## config.mk

```make
export PLATFORM = sky130hd
export DESIGN_NAME = bridge_drive_fault_protection
export DESIGN_NICKNAME = d
export VERILOG_FILES = /design/src/common/bridge_drive_pkg.sv /design/src/common/protect_if.sv /design/src/design/bridge_drive_fault_protection.sv /design/src/design/phase_chopper.sv /design/src/design/fault_guard.sv
export VERILOG_INCLUDE_DIRS = /design/src /design/src/common
export SDC_FILE = /design/constraint.sdc
export NUM_CORES = 1
export LEC_CHECK = 0
export ABC_AREA = 1
export BUFFER_PORTS_ARGS = -buffer_cell sky130_fd_sc_hd__buf_2
export CORE_AREA = 3 3 161 163
export CTS_CLUSTER_DIAMETER = 100
export DETAILED_ROUTE_END_ITERATION = 10
export DIE_AREA = 0 0 164 166
export PLACE_DENSITY = 0.64
export SLEW_MARGIN = 40
export SYNTH_ARGS = -nofsm -noshare
export SYNTH_HDL_FRONTEND = slang
export SYNTH_SLANG_ARGS = --single-unit
```

## constraint.sdc

```tcl
create_clock -name CORE_CLK_I -period 5.85 [get_ports CORE_CLK_I]
set_input_delay 1.17 -clock CORE_CLK_I [delete_from_list [all_inputs] [get_ports CORE_CLK_I]]
set_output_delay 1.17 -clock CORE_CLK_I [all_outputs]
set_load 0.03 [all_outputs]
```

## src/common/bridge_drive_regs.svh

```systemverilog
// Constants of the bridge drive and fault protection block: offsets, fields, timing.
// Assumes a 250 MHz core clock and a classic Wishbone slave at word offsets.
// Functional notes
// - Forward charge, slow and fast decay use the fixed forward switch patterns.
// - Reverse charge, slow and fast decay use the fixed reverse switch patterns.
// - Torque select codes give 100, 70, 50 or 30 percent current target.
// - Load-open timer starts at charge start, cleared by current reached.
// - Load-open timeout gives one 100 us low pulse on the fault flag.
// - Timer restarts at each charge start when idle; open load repeats pulses.
// - Reconnected load conducts again at the first charge after last timeout.
// - Upper-switch overcurrent above 2 A turns outputs off, fault flag low.
// - Overcurrent gives 5 ms regeneration, then latched off until cleared.
// - Fault flag falls 3.5 us after the overcurrent comparator rising edge.
// - Enable held low 0.2 ms clears the latch; fault flag rises then.
// - Outputs turn on 4 us after an enable rising edge.
// - Regeneration: uppers on for supply short, lowers on for ground short.
// - Sense voltage above 600 mV trips like the upper-switch path, but regeneration turns the uppers on instead of the lowers.
// - Overcurrent comparators are masked against short noise spikes.
// - At 175 C: 5 ms regeneration, outputs off, latched, fault flag low.
// - Thermal latch clears only after temperature falls below 165 C.
// - Chop period 16 reference clocks; charge, slow on reach, fast clocks 13-16.
`ifndef BRIDGE_DRIVE_REGS_SVH
`define BRIDGE_DRIVE_REGS_SVH

`define CLK_MHZ             250
`define OPEN_TIMEOUT_US     50000
`define OPEN_TIMEOUT_CYC    (`OPEN_TIMEOUT_US * `CLK_MHZ)
`define OPEN_PULSE_US       100
`define OPEN_PULSE_CYC      (`OPEN_PULSE_US * `CLK_MHZ)
`define REGEN_US            5000
`define REGEN_CYC           (`REGEN_US * `CLK_MHZ)
`define FAULT_FLAG_N_DELAY_NS       3500
`define FAULT_FLAG_N_DELAY_CYC      ((`FAULT_FLAG_N_DELAY_NS * `CLK_MHZ) / 1000)
`define CLEAR_US            200
`define CLEAR_CYC           (`CLEAR_US * `CLK_MHZ)
`define TURN_ON_NS          4000
`define TURN_ON_CYC         ((`TURN_ON_NS * `CLK_MHZ) / 1000)
`define MASK_NS             1000
`define MASK_CYC            ((`MASK_NS * `CLK_MHZ) / 1000)
`define CHOP_LAST_POS       4'hf
`define FAST_START_POS      4'hc

`define SCALE_FULL          7'h64
`define SCALE_70            7'h46
`define SCALE_50            7'h32
`define SCALE_30            7'h1e

`define CTRL_OFS            6'h00
`define STATUS_OFS          6'h01
`define CTRL_RESET          5'h00
`define CTRL_ENABLE_BIT     0
`define CTRL_SEL0_BIT       1
`define CTRL_SEL1_BIT       2
`define CTRL_DIR_A_BIT      3
`define CTRL_DIR_B_BIT      4

`endif

```

## src/common/bridge_drive_pkg.sv

```systemverilog
// Types and shared decode functions of the bridge drive block.
// Assumes the constant header is on the include path.
`include "bridge_drive_regs.svh"
package bridge_drive_pkg;

  typedef enum logic [3:0] {
    CH_OFF    = 4'b0001,
    CH_CHARGE = 4'b0010,
    CH_SLOW   = 4'b0100,
    CH_FAST   = 4'b1000
  } chop_mode_t;

  typedef enum logic [2:0] {
    PG_RUN   = 3'b001,
    PG_REGEN = 3'b010,
    PG_LATCH = 3'b100
  } guard_state_t;

  // Switch vector order: upper_left, upper_right, lower_left, lower_right.
  typedef logic [3:0] bridge_sw_t;

  function automatic bridge_sw_t bridge_pattern(input chop_mode_t mode, input logic reverse);
    bridge_sw_t sw;
    sw = 4'h0;
    case (mode)
      CH_CHARGE: sw = reverse ? 4'h6 : 4'h9;
      CH_SLOW:   sw = 4'h3;
      CH_FAST:   sw = reverse ? 4'h9 : 4'h6;
      default:   sw = 4'h0;
    endcase
    return sw;
  endfunction

  function automatic logic [6:0] torque_scale(input logic sel0, input logic sel1);
    logic [6:0] pct;
    case ({sel1, sel0})
      2'b00:   pct = `SCALE_FULL;
      2'b01:   pct = `SCALE_70;
      2'b10:   pct = `SCALE_50;
      default: pct = `SCALE_30;
    endcase
    return pct;
  endfunction

endpackage

```

## src/common/protect_if.sv

```systemverilog
// Carrier between the core and the fault guard: clear request and latched fault view.
// Assumes one clock domain shared by both ends.
`timescale 1ns/1ps
interface protect_if;
  logic       clear_req;
  logic       temp_ok;
  logic       tripped;
  logic       regen;
  logic [3:0] regen_sw;
  logic       fault_flag_n_low;
  logic       oc_latched;
  logic       ot_latched;

  modport guard (input clear_req, input temp_ok, output tripped, output regen,
                 output regen_sw, output fault_flag_n_low, output oc_latched, output ot_latched);
  modport core  (output clear_req, output temp_ok, input tripped, input regen,
                 input regen_sw, input fault_flag_n_low, input oc_latched, input ot_latched);
endinterface // protect_if

```

## src/design/bridge_drive_fault_protection.sv

```systemverilog
// Top of the two-phase bridge drive with fault protection and a Wishbone register port.
// Assumes all pin inputs except RST_N_I are synchronous to CORE_CLK_I and a classic Wishbone master.
//
// The Wishbone register port and the placing of the registers were chosen for this implementation.
`timescale 1ns/1ps
`include "bridge_drive_regs.svh"
module bridge_drive_fault_protection
  import bridge_drive_pkg::*;
#(
  parameter int OPEN_TIMEOUT_CYC = `OPEN_TIMEOUT_CYC,
  parameter int OPEN_PULSE_CYC   = `OPEN_PULSE_CYC,
  parameter int REGEN_CYC        = `REGEN_CYC,
  parameter int CLEAR_CYC        = `CLEAR_CYC
) (
  input  wire logic        CORE_CLK_I,
  input  wire logic        RST_N_I,
  input  wire logic        WB_CYC_I,
  input  wire logic        WB_STB_I,
  input  wire logic        WB_WE_I,
  input  wire logic [7:0]  WB_ADR_I,
  input  wire logic [3:0]  WB_SEL_I,
  input  wire logic [31:0] WB_DAT_I,
  output logic      [31:0] WB_DAT_O,
  output logic             WB_ACK_O,
  input  wire logic        CHOP_REF_OSCILLATOR_I,
  input  wire logic        CURRENT_REACHED_A_I,
  input  wire logic        CURRENT_REACHED_B_I,
  input  wire logic [1:0]  UPPER_OC_I,
  input  wire logic [1:0]  SENSE_OC_I,
  input  wire logic        SHUTDOWN_TEMPERATURE_I,
  input  wire logic        TEMP_RECOVERED_I,
  output logic      [3:0]  BRIDGE_A_O,
  output logic      [3:0]  BRIDGE_B_O,
  output logic      [6:0]  CURRENT_SCALE_PCT_O,
  output logic             FAULT_FLAG_N_O
);
  localparam logic [15:0] PULSE_LAST = 16'(OPEN_PULSE_CYC - 1);
  localparam logic [15:0] CLEAR_LAST = 16'(CLEAR_CYC - 1);
  localparam logic [9:0]  ON_LAST    = 10'(`TURN_ON_CYC - 1);

  protect_if pif ();

  // Reset release through two flip-flops.
  logic       rst_meta_q;
  logic       rst_sync_q;
  wire        rst_n = rst_sync_q;

  always_ff @(posedge CORE_CLK_I or negedge RST_N_I)
  begin
    if (!RST_N_I)
    begin
      rst_meta_q <= 1'b0;
      rst_sync_q <= 1'b0;
    end
    else
    begin
      rst_meta_q <= 1'b1;
      rst_sync_q <= rst_meta_q;
    end
  end

  // Software-visible control.
  logic [4:0] ctrl_q;
  wire        enable    = ctrl_q[`CTRL_ENABLE_BIT];
  wire        sel0      = ctrl_q[`CTRL_SEL0_BIT];
  wire        sel1      = ctrl_q[`CTRL_SEL1_BIT];
  wire        reverse_a = ctrl_q[`CTRL_DIR_A_BIT];
  wire        reverse_b = ctrl_q[`CTRL_DIR_B_BIT];

  // Wishbone decode: one-cycle answer, unmapped words read zero and ignore writes.
  // A write lands at the edge where the master samples ack, not one edge earlier.
  logic       ack_q;
  wire        wb_req    = WB_CYC_I && WB_STB_I && !ack_q;
  wire [5:0]  word      = WB_ADR_I[7:2];
  wire        hit_ctrl  = word == `CTRL_OFS;
  wire        hit_stat  = word == `STATUS_OFS;
  wire        wr_ctrl   = WB_CYC_I && WB_STB_I && ack_q && WB_WE_I && hit_ctrl && WB_SEL_I[0];

  // Enable timing.
  logic       en_prev_q;
  logic [15:0] low_cnt_q;
  logic [9:0] on_cnt_q;
  logic       on_done_q;
  logic       clear_q;

  always_ff @(posedge CORE_CLK_I or negedge rst_n)
  begin
    if (!rst_n)
    begin
      en_prev_q <= 1'b0;
      low_cnt_q <= 16'h0;
      clear_q   <= 1'b0;
    end
    else
    begin
      en_prev_q <= enable;
      if (enable)
        low_cnt_q <= 16'h0;
      else if (low_cnt_q != CLEAR_LAST)
        low_cnt_q <= low_cnt_q + 16'h1;
      clear_q <= !enable && (low_cnt_q == CLEAR_LAST);
    end
  end

  always_ff @(posedge CORE_CLK_I or negedge rst_n)
  begin
    if (!rst_n)
    begin
      on_cnt_q  <= 10'h0;
      on_done_q <= 1'b0;
    end
    else if (!enable || (enable && !en_prev_q))
    begin
      on_cnt_q  <= 10'h0;
      on_done_q <= 1'b0;
    end
    else if (!on_done_q)
    begin
      on_cnt_q  <= on_cnt_q + 10'h1;
      on_done_q <= on_cnt_q == ON_LAST;
    end
  end

  assign pif.clear_req = clear_q;
  assign pif.temp_ok   = TEMP_RECOVERED_I;

  wire run = enable && on_done_q && !pif.tripped;

  // Reference oscillator edge.
  logic osc_prev_q;
  wire  osc_tick = CHOP_REF_OSCILLATOR_I && !osc_prev_q;

  always_ff @(posedge CORE_CLK_I or negedge rst_n)
  begin
    if (!rst_n)
      osc_prev_q <= 1'b0;
    else
      osc_prev_q <= CHOP_REF_OSCILLATOR_I;
  end

  logic [3:0] sw_a;
  logic [3:0] sw_b;
  chop_mode_t mode_a;
  chop_mode_t mode_b;
  logic       open_a;
  logic       open_b;

  phase_chopper #(
    .TIMEOUT_CYC (OPEN_TIMEOUT_CYC)
  ) u_phase_a (
    .clk_i      (CORE_CLK_I),
    .rst_n_i    (rst_n),
    .osc_tick_i (osc_tick),
    .run_i      (run),
    .reverse_i  (reverse_a),
    .reached_i  (CURRENT_REACHED_A_I),
    .sw_o       (sw_a),
    .mode_o     (mode_a),
    .open_evt_o (open_a)
  );

  phase_chopper #(
    .TIMEOUT_CYC (OPEN_TIMEOUT_CYC)
  ) u_phase_b (
    .clk_i      (CORE_CLK_I),
    .rst_n_i    (rst_n),
    .osc_tick_i (osc_tick),
    .run_i      (run),
    .reverse_i  (reverse_b),
    .reached_i  (CURRENT_REACHED_B_I),
    .sw_o       (sw_b),
    .mode_o     (mode_b),
    .open_evt_o (open_b)
  );

  fault_guard #(
    .REGEN_CYC (REGEN_CYC)
  ) u_guard (
    .clk_i       (CORE_CLK_I),
    .rst_n_i     (rst_n),
    .upper_oc_i  (UPPER_OC_I),
    .sense_oc_i  (SENSE_OC_I),
    .over_temp_i (SHUTDOWN_TEMPERATURE_I),
    .pif         (pif)
  );

  // Load-open pulse stretcher; an event during a running pulse is merged into it.
  logic [15:0] pulse_cnt_q;
  logic        pulse_q;

  always_ff @(posedge CORE_CLK_I or negedge rst_n)
  begin
    if (!rst_n)
    begin
      pulse_cnt_q <= 16'h0;
      pulse_q     <= 1'b0;
    end
    else if (!pulse_q && (open_a || open_b))
    begin
      pulse_cnt_q <= 16'h0;
      pulse_q     <= 1'b1;
    end
    else if (pulse_q)
    begin
      pulse_cnt_q <= pulse_cnt_q + 16'h1;
      pulse_q     <= pulse_cnt_q != PULSE_LAST;
    end
  end

  // Output drive: regeneration overrides the chopper on both phases.
  wire [3:0] out_a = pif.regen ? pif.regen_sw : (run ? sw_a : 4'h0);
  wire [3:0] out_b = pif.regen ? pif.regen_sw : (run ? sw_b : 4'h0);

  wire [31:0] status = {18'h0, mode_b, mode_a, pulse_q, run, pif.regen,
                        pif.ot_latched, pif.oc_latched, FAULT_FLAG_N_O};
  wire [31:0] rdata  = hit_ctrl ? {27'h0, ctrl_q} : (hit_stat ? status : 32'h0);

  always_ff @(posedge CORE_CLK_I or negedge rst_n)
  begin
    if (!rst_n)
    begin
      ctrl_q              <= `CTRL_RESET;
      ack_q               <= 1'b0;
      WB_DAT_O            <= 32'h0;
      BRIDGE_A_O          <= 4'h0;
      BRIDGE_B_O          <= 4'h0;
      CURRENT_SCALE_PCT_O <= `SCALE_FULL;
      FAULT_FLAG_N_O      <= 1'b1;
    end
    else
    begin
      ack_q    <= wb_req;
      WB_DAT_O <= (wb_req && !WB_WE_I) ? rdata : 32'h0;
      if (wr_ctrl)
        ctrl_q <= WB_DAT_I[4:0];
      BRIDGE_A_O <= out_a;
      BRIDGE_B_O <= out_b;
      CURRENT_SCALE_PCT_O <= torque_scale(sel0, sel1);
      FAULT_FLAG_N_O <= !(pif.fault_flag_n_low || pulse_q);
    end
  end

  assign WB_ACK_O = ack_q;
endmodule // bridge_drive_fault_protection

```

## src/design/phase_chopper.sv

```systemverilog
// One phase of the mixed-decay chopper with its load-open timer.
// Assumes osc_tick is a one-cycle pulse per reference oscillator period.
`timescale 1ns/1ps
`include "bridge_drive_regs.svh"
module phase_chopper
  import bridge_drive_pkg::*;
#(
  parameter int TIMEOUT_CYC = `OPEN_TIMEOUT_CYC
) (
  input  wire logic       clk_i,
  input  wire logic       rst_n_i,
  input  wire logic       osc_tick_i,
  input  wire logic       run_i,
  input  wire logic       reverse_i,
  input  wire logic       reached_i,
  output logic [3:0]      sw_o,
  output chop_mode_t      mode_o,
  output logic            open_evt_o
);
  localparam logic [23:0] TMO_LAST = 24'(TIMEOUT_CYC - 1);

  logic [3:0]  pos_q;
  logic [3:0]  pos_d;
  chop_mode_t  mode_q;
  chop_mode_t  mode_d;
  logic [23:0] tmr_q;
  logic        tmr_run_q;
  logic        open_evt_q;

  wire  [3:0]  pos_next     = pos_q + 4'h1;
  wire         charge_start = run_i && osc_tick_i && (pos_next == 4'h0);
  wire         timeout      = tmr_run_q && (tmr_q == TMO_LAST) && !reached_i;

  always_comb
  begin
    pos_d  = pos_q;
    mode_d = mode_q;
    if (!run_i)
    begin
      pos_d  = `CHOP_LAST_POS;
      mode_d = CH_OFF;
    end
    else
    begin
      if (osc_tick_i)
        pos_d = pos_next;
      if (charge_start)
        mode_d = CH_CHARGE;
      else if (osc_tick_i && pos_next == `FAST_START_POS)
        mode_d = CH_FAST;
      else if (mode_q == CH_CHARGE && reached_i)
        mode_d = CH_SLOW;
      else if (mode_q == CH_OFF)
        mode_d = CH_OFF;
    end
  end

  always_ff @(posedge clk_i or negedge rst_n_i)
  begin
    if (!rst_n_i)
    begin
      pos_q  <= `CHOP_LAST_POS;
      mode_q <= CH_OFF;
      sw_o   <= 4'h0;
    end
    else
    begin
      pos_q  <= pos_d;
      mode_q <= mode_d;
      sw_o   <= bridge_pattern(mode_d, reverse_i);
    end
  end

  // load-open timer; a running timer ignores new charge starts.
  always_ff @(posedge clk_i or negedge rst_n_i)
  begin
    if (!rst_n_i)
    begin
      tmr_q      <= 24'h0;
      tmr_run_q  <= 1'b0;
      open_evt_q <= 1'b0;
    end
    else
    begin
      open_evt_q <= timeout;
      if (!run_i || (tmr_run_q && reached_i) || timeout)
        tmr_run_q <= 1'b0;
      else if (charge_start && !tmr_run_q)
      begin
        tmr_run_q <= 1'b1;
        tmr_q     <= 24'h0;
      end
      else if (tmr_run_q)
        tmr_q <= tmr_q + 24'h1;
    end
  end

  assign mode_o     = mode_q;
  assign open_evt_o = open_evt_q;
endmodule // phase_chopper

```

## src/design/fault_guard.sv

```systemverilog
// Overcurrent and thermal protection: masking, regeneration, latch and flag delay.
// Assumes comparator inputs are synchronous; clear_req is a level held while enable is low.
`timescale 1ns/1ps
`include "bridge_drive_regs.svh"
module fault_guard
  import bridge_drive_pkg::*;
#(
  parameter int REGEN_CYC = `REGEN_CYC
) (
  input  wire logic       clk_i,
  input  wire logic       rst_n_i,
  input  wire logic [1:0] upper_oc_i,
  input  wire logic [1:0] sense_oc_i,
  input  wire logic       over_temp_i,
  protect_if.guard        pif
);
  localparam logic [20:0] REGEN_LAST = 21'(REGEN_CYC - 1);
  localparam logic [9:0]  MASK_LAST  = 10'(`MASK_CYC - 1);
  localparam logic [9:0]  FAULT_FLAG_N_LAST  = 10'(`FAULT_FLAG_N_DELAY_CYC - 1);

  guard_state_t st_q;
  guard_state_t st_d;
  logic [20:0]  regen_q;
  logic [9:0]   mask_q;
  logic [9:0]   dly_q;
  logic         dly_run_q;
  logic         oc_prev_q;
  logic         oc_q;
  logic         ot_q;
  logic         fault_flag_n_q;
  logic [3:0]   regen_sw_q;

  wire oc_raw   = |upper_oc_i || |sense_oc_i;
  wire oc_trip  = oc_raw && (mask_q == MASK_LAST);
  wire ot_trip  = over_temp_i;
  wire trip     = st_q == PG_RUN && (oc_trip || ot_trip);
  wire clr_ok   = pif.clear_req && (!ot_q || pif.temp_ok);

  always_comb
  begin
    st_d = st_q;
    case (st_q)
      PG_RUN:   if (trip) st_d = PG_REGEN;
      PG_REGEN: if (clr_ok) st_d = PG_RUN;
                else if (regen_q == REGEN_LAST) st_d = PG_LATCH;
      PG_LATCH: if (clr_ok) st_d = PG_RUN;
      default:  st_d = PG_RUN;
    endcase
  end

  always_ff @(posedge clk_i or negedge rst_n_i)
  begin
    if (!rst_n_i)
    begin
      st_q      <= PG_RUN;
      regen_q   <= 21'h0;
      mask_q    <= 10'h0;
      oc_prev_q <= 1'b0;
    end
    else
    begin
      st_q      <= st_d;
      oc_prev_q <= oc_raw;
      regen_q   <= (st_q == PG_REGEN) ? regen_q + 21'h1 : 21'h0;
      if (!oc_raw)
        mask_q <= 10'h0;
      else if (mask_q != MASK_LAST)
        mask_q <= mask_q + 10'h1;
    end
  end

  // latch and flag delay; a trip needs PG_RUN, so in the clear cycle the clear wins.
  always_ff @(posedge clk_i or negedge rst_n_i)
  begin
    if (!rst_n_i)
    begin
      oc_q       <= 1'b0;
      ot_q       <= 1'b0;
      fault_flag_n_q     <= 1'b0;
      dly_q      <= 10'h0;
      dly_run_q  <= 1'b0;
      regen_sw_q <= 4'h0;
    end
    else
    begin
      if (oc_raw && !oc_prev_q && st_q == PG_RUN)
      begin
        dly_run_q <= 1'b1;
        dly_q     <= 10'h0;
      end
      else if (dly_run_q && (oc_raw || oc_q))
      begin
        dly_q <= dly_q + 10'h1;
        if (dly_q == FAULT_FLAG_N_LAST)
          dly_run_q <= 1'b0;
      end
      else
        dly_run_q <= 1'b0;
      if (trip)
      begin
        oc_q       <= oc_trip;
        ot_q       <= ot_trip && !oc_trip;
        fault_flag_n_q     <= ot_trip && !oc_trip;
        regen_sw_q <= (!oc_trip || |upper_oc_i) ? 4'h3 : 4'hc;
      end
      else if (clr_ok && st_q != PG_RUN)
      begin
        oc_q   <= 1'b0;
        ot_q   <= 1'b0;
        fault_flag_n_q <= 1'b0;
      end
      else if (oc_q && dly_run_q && dly_q == FAULT_FLAG_N_LAST)
        fault_flag_n_q <= 1'b1;
    end
  end

  assign pif.tripped    = st_q != PG_RUN;
  assign pif.regen      = st_q == PG_REGEN;
  assign pif.regen_sw   = regen_sw_q;
  assign pif.fault_flag_n_low   = fault_flag_n_q;
  assign pif.oc_latched = oc_q;
  assign pif.ot_latched = ot_q;
endmodule // fault_guard

```

== Word level (Yosys, flattened, before mapping) ==
Cells that the tools add are included.

* RAM bits: 0
* Memories: 0
* Output and inout port bits: 49
* Bits in latches: 0
* ROM bits: 0
* Logic and storage cells: 237
* Flip-flop bits (word level): 214

* Divide/modulo/power cells: 0
* Multiply operators: 0
* Order comparisons: 0
* $add $sub $neg: 10
* Mux-type cells: 66
* Reductions and logical operators: 84
* Bitwise logic cells: 2
* Shifts and indexed selects: 0
* Eq/ne operators: 36

{| class="wikitable"
|+ Operators by type and width
! cell !! count
|-
| 24-bit 2-to-1 mux || 4
|-
| 4-bit 2-to-1 mux || 23
|-
| 16-bit 2-to-1 mux || 4
|-
| 10-bit 2-to-1 mux || 6
|-
| 24-bit by 1-bit adder with 24-bit output, second input constant || 2
|-
| 24-bit equality test, second input constant || 2
|-
| 14-bit 2-to-1 mux || 3
|-
| 1-bit logical AND || 38
|-
| 16-bit by 1-bit adder with 16-bit output, second input constant || 2
|-
| 10-bit by 1-bit adder with 10-bit output, second input constant || 3
|-
| 4-bit one-hot mux with 3 select lines || 2
|-
| 21-bit by 1-bit adder with 21-bit output, second input constant || 1
|-
| 21-bit equality test, second input constant || 1
|-
| 21-bit 2-to-1 mux || 1
|-
| 7-bit one-hot mux with 3 select lines || 1
|-
| 10-bit equality test, second input constant || 2
|-
| 1-bit 2-to-1 mux || 17
|-
| 16-bit equality test, second input constant || 1
|-
| 4-bit by 2-bit equality test with 1-bit output, second input constant || 4
|-
| 4-bit equality test, second input constant || 4
|-
| 1-bit zero test || 16
|-
| 16-bit by 15-bit inequality test with 1-bit output, second input constant || 1
|-
| 16-bit inequality test, second input constant || 1
|-
| 2-bit nonzero test || 8
|-
| 26 further kinds || 51
|}

== Logic depth before layout (Yosys ltp) ==
* Word-level depth: 9
* Mapped depth: 13
* Mapped depth without buffers: 13

== Hierarchy ==
A second synthesis with hierarchy kept.

* Cells, all modules: 1,518
* Area total of the unflattened synthesis: 11,664.9 um^2

{| class="wikitable"
|+ By module, submodules not included
! module !! area an instance (um^2) !! sequential area each (um^2) !! instances !! cells an instance
|-
| phase_chopper || 2,412.3 || 957.2 || 2 || 332
|-
| bridge_drive_fault_protection || 4,022.6 || 2,107.0 || 1 || 479
|-
| fault_guard || 2,817.7 || 1,277.5 || 1 || 375
|}

== Worst setup path after synthesis ==
OpenSTA, ideal clock, no wires.

* Path type: input port to flip-flop
* Start: input port UPPER_OC_I[1]
* End: register u_guard.regen_sw_q[2] (netlist: u_guard.pif.regen_sw[2])
* Setup time: 0.119 ns
* Required time: 5.731 ns
* Stages on the path: 7
* Arrival: 2.125 ns
* Slack: 3.606 ns
* Path buffers: 1
* Cells stage by stage: nor2_1 -> nand2_1 -> clkbuf_1 -> nand3_1 -> a21oi_1 -> nand2_1 -> o21a_1

* Word-level cells in the longest chain between the ends: 6
* Elaborated cells between the ends (all ways): 8
* Classes of those cells: mux (1); reduce/logical (7)

{| class="wikitable"
|+ Ends and longest elaborated chain
! item !! line !! text
|-
| start: declaration || bridge_drive_fault_protection.sv:28 || <nowiki>input wire logic [1:0] UPPER_OC_I,</nowiki>
|-
| 2-bit OR reduction * || fault_guard.sv:33 || <nowiki>wire oc_raw = |upper_oc_i || |sense_oc_i;</nowiki>
|-
| 1-bit logical OR * || fault_guard.sv:33 ||
|-
| net u_guard.oc_raw || fault_guard.sv:33 ||
|-
| 1-bit logical AND * || fault_guard.sv:34 || <nowiki>wire oc_trip = oc_raw && (mask_q == MASK_LAST);</nowiki>
|-
| 1-bit zero test || fault_guard.sv:104 || <nowiki>regen_sw_q <= (!oc_trip || |upper_oc_i) ? 4'h3 : 4'hc;</nowiki>
|-
| 1-bit logical OR || fault_guard.sv:104 ||
|-
| 4-bit 2-to-1 mux || fault_guard.sv:104 ||
|-
| end signal: assignment || fault_guard.sv:104 ||
|-
| end: declaration || fault_guard.sv:31 || <nowiki>logic [3:0] regen_sw_q;</nowiki>
|}

The timed path passes the listed nets; every way through them passes the cells marked *.
A chain may end at the register's enable or synchronous reset.

== Worst setup path in the final report ==
* Start: register ctrl_q[0]
* End: register u_phase_a.tmr_q[6]

* Word-level cells in the longest chain between the ends: 7
* Elaborated cells between the ends (all ways): 12
* Classes of those cells: mux (1); bitwise (1); reduce/logical (10)

{| class="wikitable"
|+ Ends and longest elaborated chain
! item !! line !! text
|-
| start: declaration || bridge_drive_fault_protection.sv:63 || <nowiki>logic [4:0] ctrl_q;</nowiki>
|-
| start signal: assignment || bridge_drive_fault_protection.sv:222 || <nowiki>ctrl_q <= `CTRL_RESET;</nowiki>
|-
| start signal: assignment || bridge_drive_fault_protection.sv:235 || <nowiki>ctrl_q <= WB_DAT_I[4:0];</nowiki>
|-
| 1-bit logical AND * (2 in a row) || bridge_drive_fault_protection.sv:127 || <nowiki>wire run = enable && on_done_q && !pif.tripped;</nowiki>
|-
| 1-bit logical AND / 1-bit zero test (equally long branches) || n/a ||
|-
| 1-bit logical AND / 1-bit logical OR (equally long branches) || phase_chopper.sv:31, phase_chopper.sv:86 ||
|-
| 1-bit logical AND / 1-bit logical OR (equally long branches) || phase_chopper.sv:88, phase_chopper.sv:86 ||
|-
| 2-bit nonzero test (no line) / 1-bit inverter (equally long branches) || n/a ||
|-
| 2-bit AND reduction (no line) || n/a ||
|-
| end signal: assignment || phase_chopper.sv:94 || <nowiki>tmr_q <= tmr_q + 24'h1;</nowiki>
|-
| end: declaration || phase_chopper.sv:26 || <nowiki>logic [23:0] tmr_q;</nowiki>
|}

Every way passes the cells marked *; elsewhere a longest branch is shown, timed or not.

==> impl_metrics.toml <==
[status]
status = "finished clean"

[flow_run]
drv_cap = 0

[timing]
slew_viol_final = 0
worst_pin_slew_ns = 0.734
post-route-period-util = 0.434
setup_viol = 0
max_slew_margin = 0.511
fin_skew_ns = 0.0189
final-hold-violation-count = 0
fmax_mhz = 394
fin_ws_ns = 3.31
period_minus_slack_ns = 2.54
fin_setup_tns_ns = 0
rsz0062_at_grt = "false"

[finish]
layout-drive-gt1-share = 0.0946
n_antenna_cell = 0
area_growth_pct = 11.8
final_area_mm2 = 0.0124
fin_nets = 1533
final_util = 0.506

[drt]
drtIter0Drc = 625
remaining_drc_errors = 0
wire_per_inst_um = 13.3
vias = 9186
firstDrtPassIters = 5
routed_wl_mm = 24.1
drtAntennaViolNets = 0
via_per_inst = 5.09

[clock_tree]
cts_buffer_depth = 3
cts_sinks = 211
cts_resized = 0
h-tree-depth = 1
cts_buffers = 25
post_cts_buffers = 0
path_clk_slew_ns = 0.06
ctsHoldBuffers = 0
cts_root_buffer = "clkbuf_16"
clk_latency_ns = 0.52
tritoncts = "built"

[global_route]
use_met3 = 0.0244
use_met2 = 0.288
top_usage_layer = "met2"
grt_max_degree = 81
grt_pass1_wl_mm = 41.3
grt-ovfl-total = 0
grt_pass1_vias = 8705
grt_usage = 0.178
grtUsageMet1 = 0.253
grt_antenna_before_repair = 1

[pwr]
powerDensity_mw_per_mm2 = 292
p_leak_uw = 0.00603
ir_drop_mv = 0.241
power_switching_uw = 1000
sw_frac_of_total = 0.277
fin_total_pwr_uw = 3620
power_frac_comb = 0.124
power.internal_uw = 2620
p_clk_frac = 0.412
p_seq_frac = 0.465

[placement]
place.port_buffers = 55
place_congestion = 0.895
place_ws_ns = 2.87
hpwl_mm = 17.1
placed_cell_area_mm2 = 0.0116

[hold_path]
hold_path_class = "reg -> async"

[worst_setup_path]
r2r_slack_ns = 3.31
r2r_start = "ctrl_q[0]$_DFFE_PN0P_"
cp-end-kind = "flip-flop"
worstPathArrival_ns = 2.98
worstPathMaxFanout = 27
setup.worst_path.end = "u_phase_a.tmr_q[6]$_DFFE_PN0P_"
r2r_cells = 6
crit_path_start = "ctrl_q[0]$_DFFE_PN0P_"
crit_path_start_kind = "flip-flop"
regToRegEndpoint = "u_phase_a.tmr_q[6]$_DFFE_PN0P_"
path_class = "reg -> reg"
cp_data_required_time_ns = 6.29

[synthesis]
yosysTopAreaCell = "dfrtp_1"
synth-async-reset-ratio = 1.00
syn_area_mm2 = 0.0111
avgSynthCellArea_um2 = 7.87
yosysWarnings = 0
ys_seq_elements = 211
synth_area_leaders = "dfrtp_1 44%, nand2_1 11%, nand3_1 7.5%, nor2_1 5.8%, inv_1 5.0%"
yosys.area.top_type_share = 0.443
synth-edff-count = 0
synth_common_cells = "324 x nand2_1, 196 x dfrtp_1, 170 x nor2_1"
ys.flop_type = "dfrtp_1"
yosysUniqueCellTypes = 42
netlist_instances = 1408
yosysMostFrequentCell = "nand2_1"
ys_seq_area_frac = 0.478

[die]
ioPinCount = 107
core-area_mm2 = 0.0245
start_util = 0.453
core.rowCount = 57
dieHeight_um = 166
dieArea_mm2 = 0.0272
die_w_um = 164
## sequential cells by signal, indices dropped and copies added, names as in the netlist, 2 cells and up
signal,count
u_phase_a.tmr_q,24
u_guard.st_q,3
pulse_cnt_q,16
ctrl_q,5
u_guard.mask_q,10
u_phase_b.tmr_q,24
on_cnt_q,10
CURRENT_SCALE_PCT_O,6
u_guard.dly_q,10
BRIDGE_B_O,4
u_phase_a.pos_q,4
u_phase_a.mode_o,4
u_guard.pif.regen_sw,2
u_phase_b.mode_o,4
u_phase_b.pos_q,4
u_phase_b.sw_o,4
BRIDGE_A_O,4
u_guard.regen_q,21
WB_DAT_O,14
low_cnt_q,16
u_phase_a.sw_o,4
## power by group through the flow
stage / Combinational, uW / Sequential, uW / Clock [uW]
after floorplan: 313 / 1730 / 0
after global placement: 435 / 1710 / 0
after detailed placement: 449 / 1710 / 0
after CTS: 448 / 1690 / 1540
after global routing: 524 / 1700 / 1600
final: 447 / 1680 / 1490
## stage by stage
step	hold WS, ns	std cells
final	0.233	1804
after CTS	0.355	1803
after floorplan	0.331	1426
after global routing	0.270	1804
after detailed placement	0.341	1757
after global placement	0.337	1757
## per-layer routing
metal  vias to the layer above  part of all wire  routed length, um
met5                         -           0.00029                  7
met4                         2             0.025                611
met1                      4330              0.48              11500
li1                       4667                 -                  -
met3                        41             0.033                799
met2                       146              0.46              11100
## kinds of logic (layout without fill, tap and decap cells)
family,after synthesis,count (layout),share of synthesized area
XOR/XNOR,56,56,0.0443
buffers and inverters,204,258,0.0799
adder cells (fa/ha/maj),14,14,0.0158
flip-flops,211,211,0.478
AO/OA/AOI/OAI,114,114,0.0547
AND/OR/NAND/NOR,807,807,0.326
other,2,20,0.000678
## worst min-delay path by stage
stage | start | endpoint | slack [ns] | cells past startpoint
global route | rst_n$_DFF_PN0_ | low_cnt_q[5]$_DFFE_PN0N_ | 0.27 | 0
finish | rst_n$_DFF_PN0_ | WB_DAT_O[4]$_DFF_PN0_ | 0.23 | 0
global placement | rst_meta_q$_DFF_PN0_ | rst_n$_DFF_PN0_ | 0.34 | 0
CTS | rst_meta_q$_DFF_PN0_ | rst_n$_DFF_PN0_ | 0.36 | 0
floorplan | rst_meta_q$_DFF_PN0_ | rst_n$_DFF_PN0_ | 0.33 | 0
detailed placement | rst_meta_q$_DFF_PN0_ | rst_n$_DFF_PN0_ | 0.34 | 0
## critical path, cell delays in order, from the launching register on
cell and delay, ns:
dfrtp_1 0.63, nand2_2 0.19, nor2_8 0.34, nand3_2 0.53, inv_2 0.54, nand3_1 0.12
nand2_1 0.08
## layout make-up
type	count	area [um2]
clock buffer	37	721
inverter	152	571
clock inverter	9	76.3
sequential	211	5300
multi-input combinational	1011	4970
timing repair buffer	60	333
fill	2350	12100
tap	324	405
## placed cells by master, fill, tap and decap left out, types with 3 or more instances in the layout
cell,instances
dfstp_2,15
clkbuf_1,7
clkinv_2,6
clkbuf_16,25
nor4_1,12
a21oi_1,57
buf_2,55
clkbuf_8,5
conb_1,20
nor2_2,3
o21a_1,3
and3_1,3
inv_2,4
dfrtp_1,195
nand2_1,324
nand3_2,4
xnor2_1,15
nor3_2,3
inv_1,148
nor2_4,3
ha_1,14
nand4_1,45
o22ai_1,3
nor2_1,170
a22oi_1,3
o21ai_0,41
nand3_1,166
xor2_1,41
nor3_1,63
Note: power is estimated with default switching activity, not from simulation.
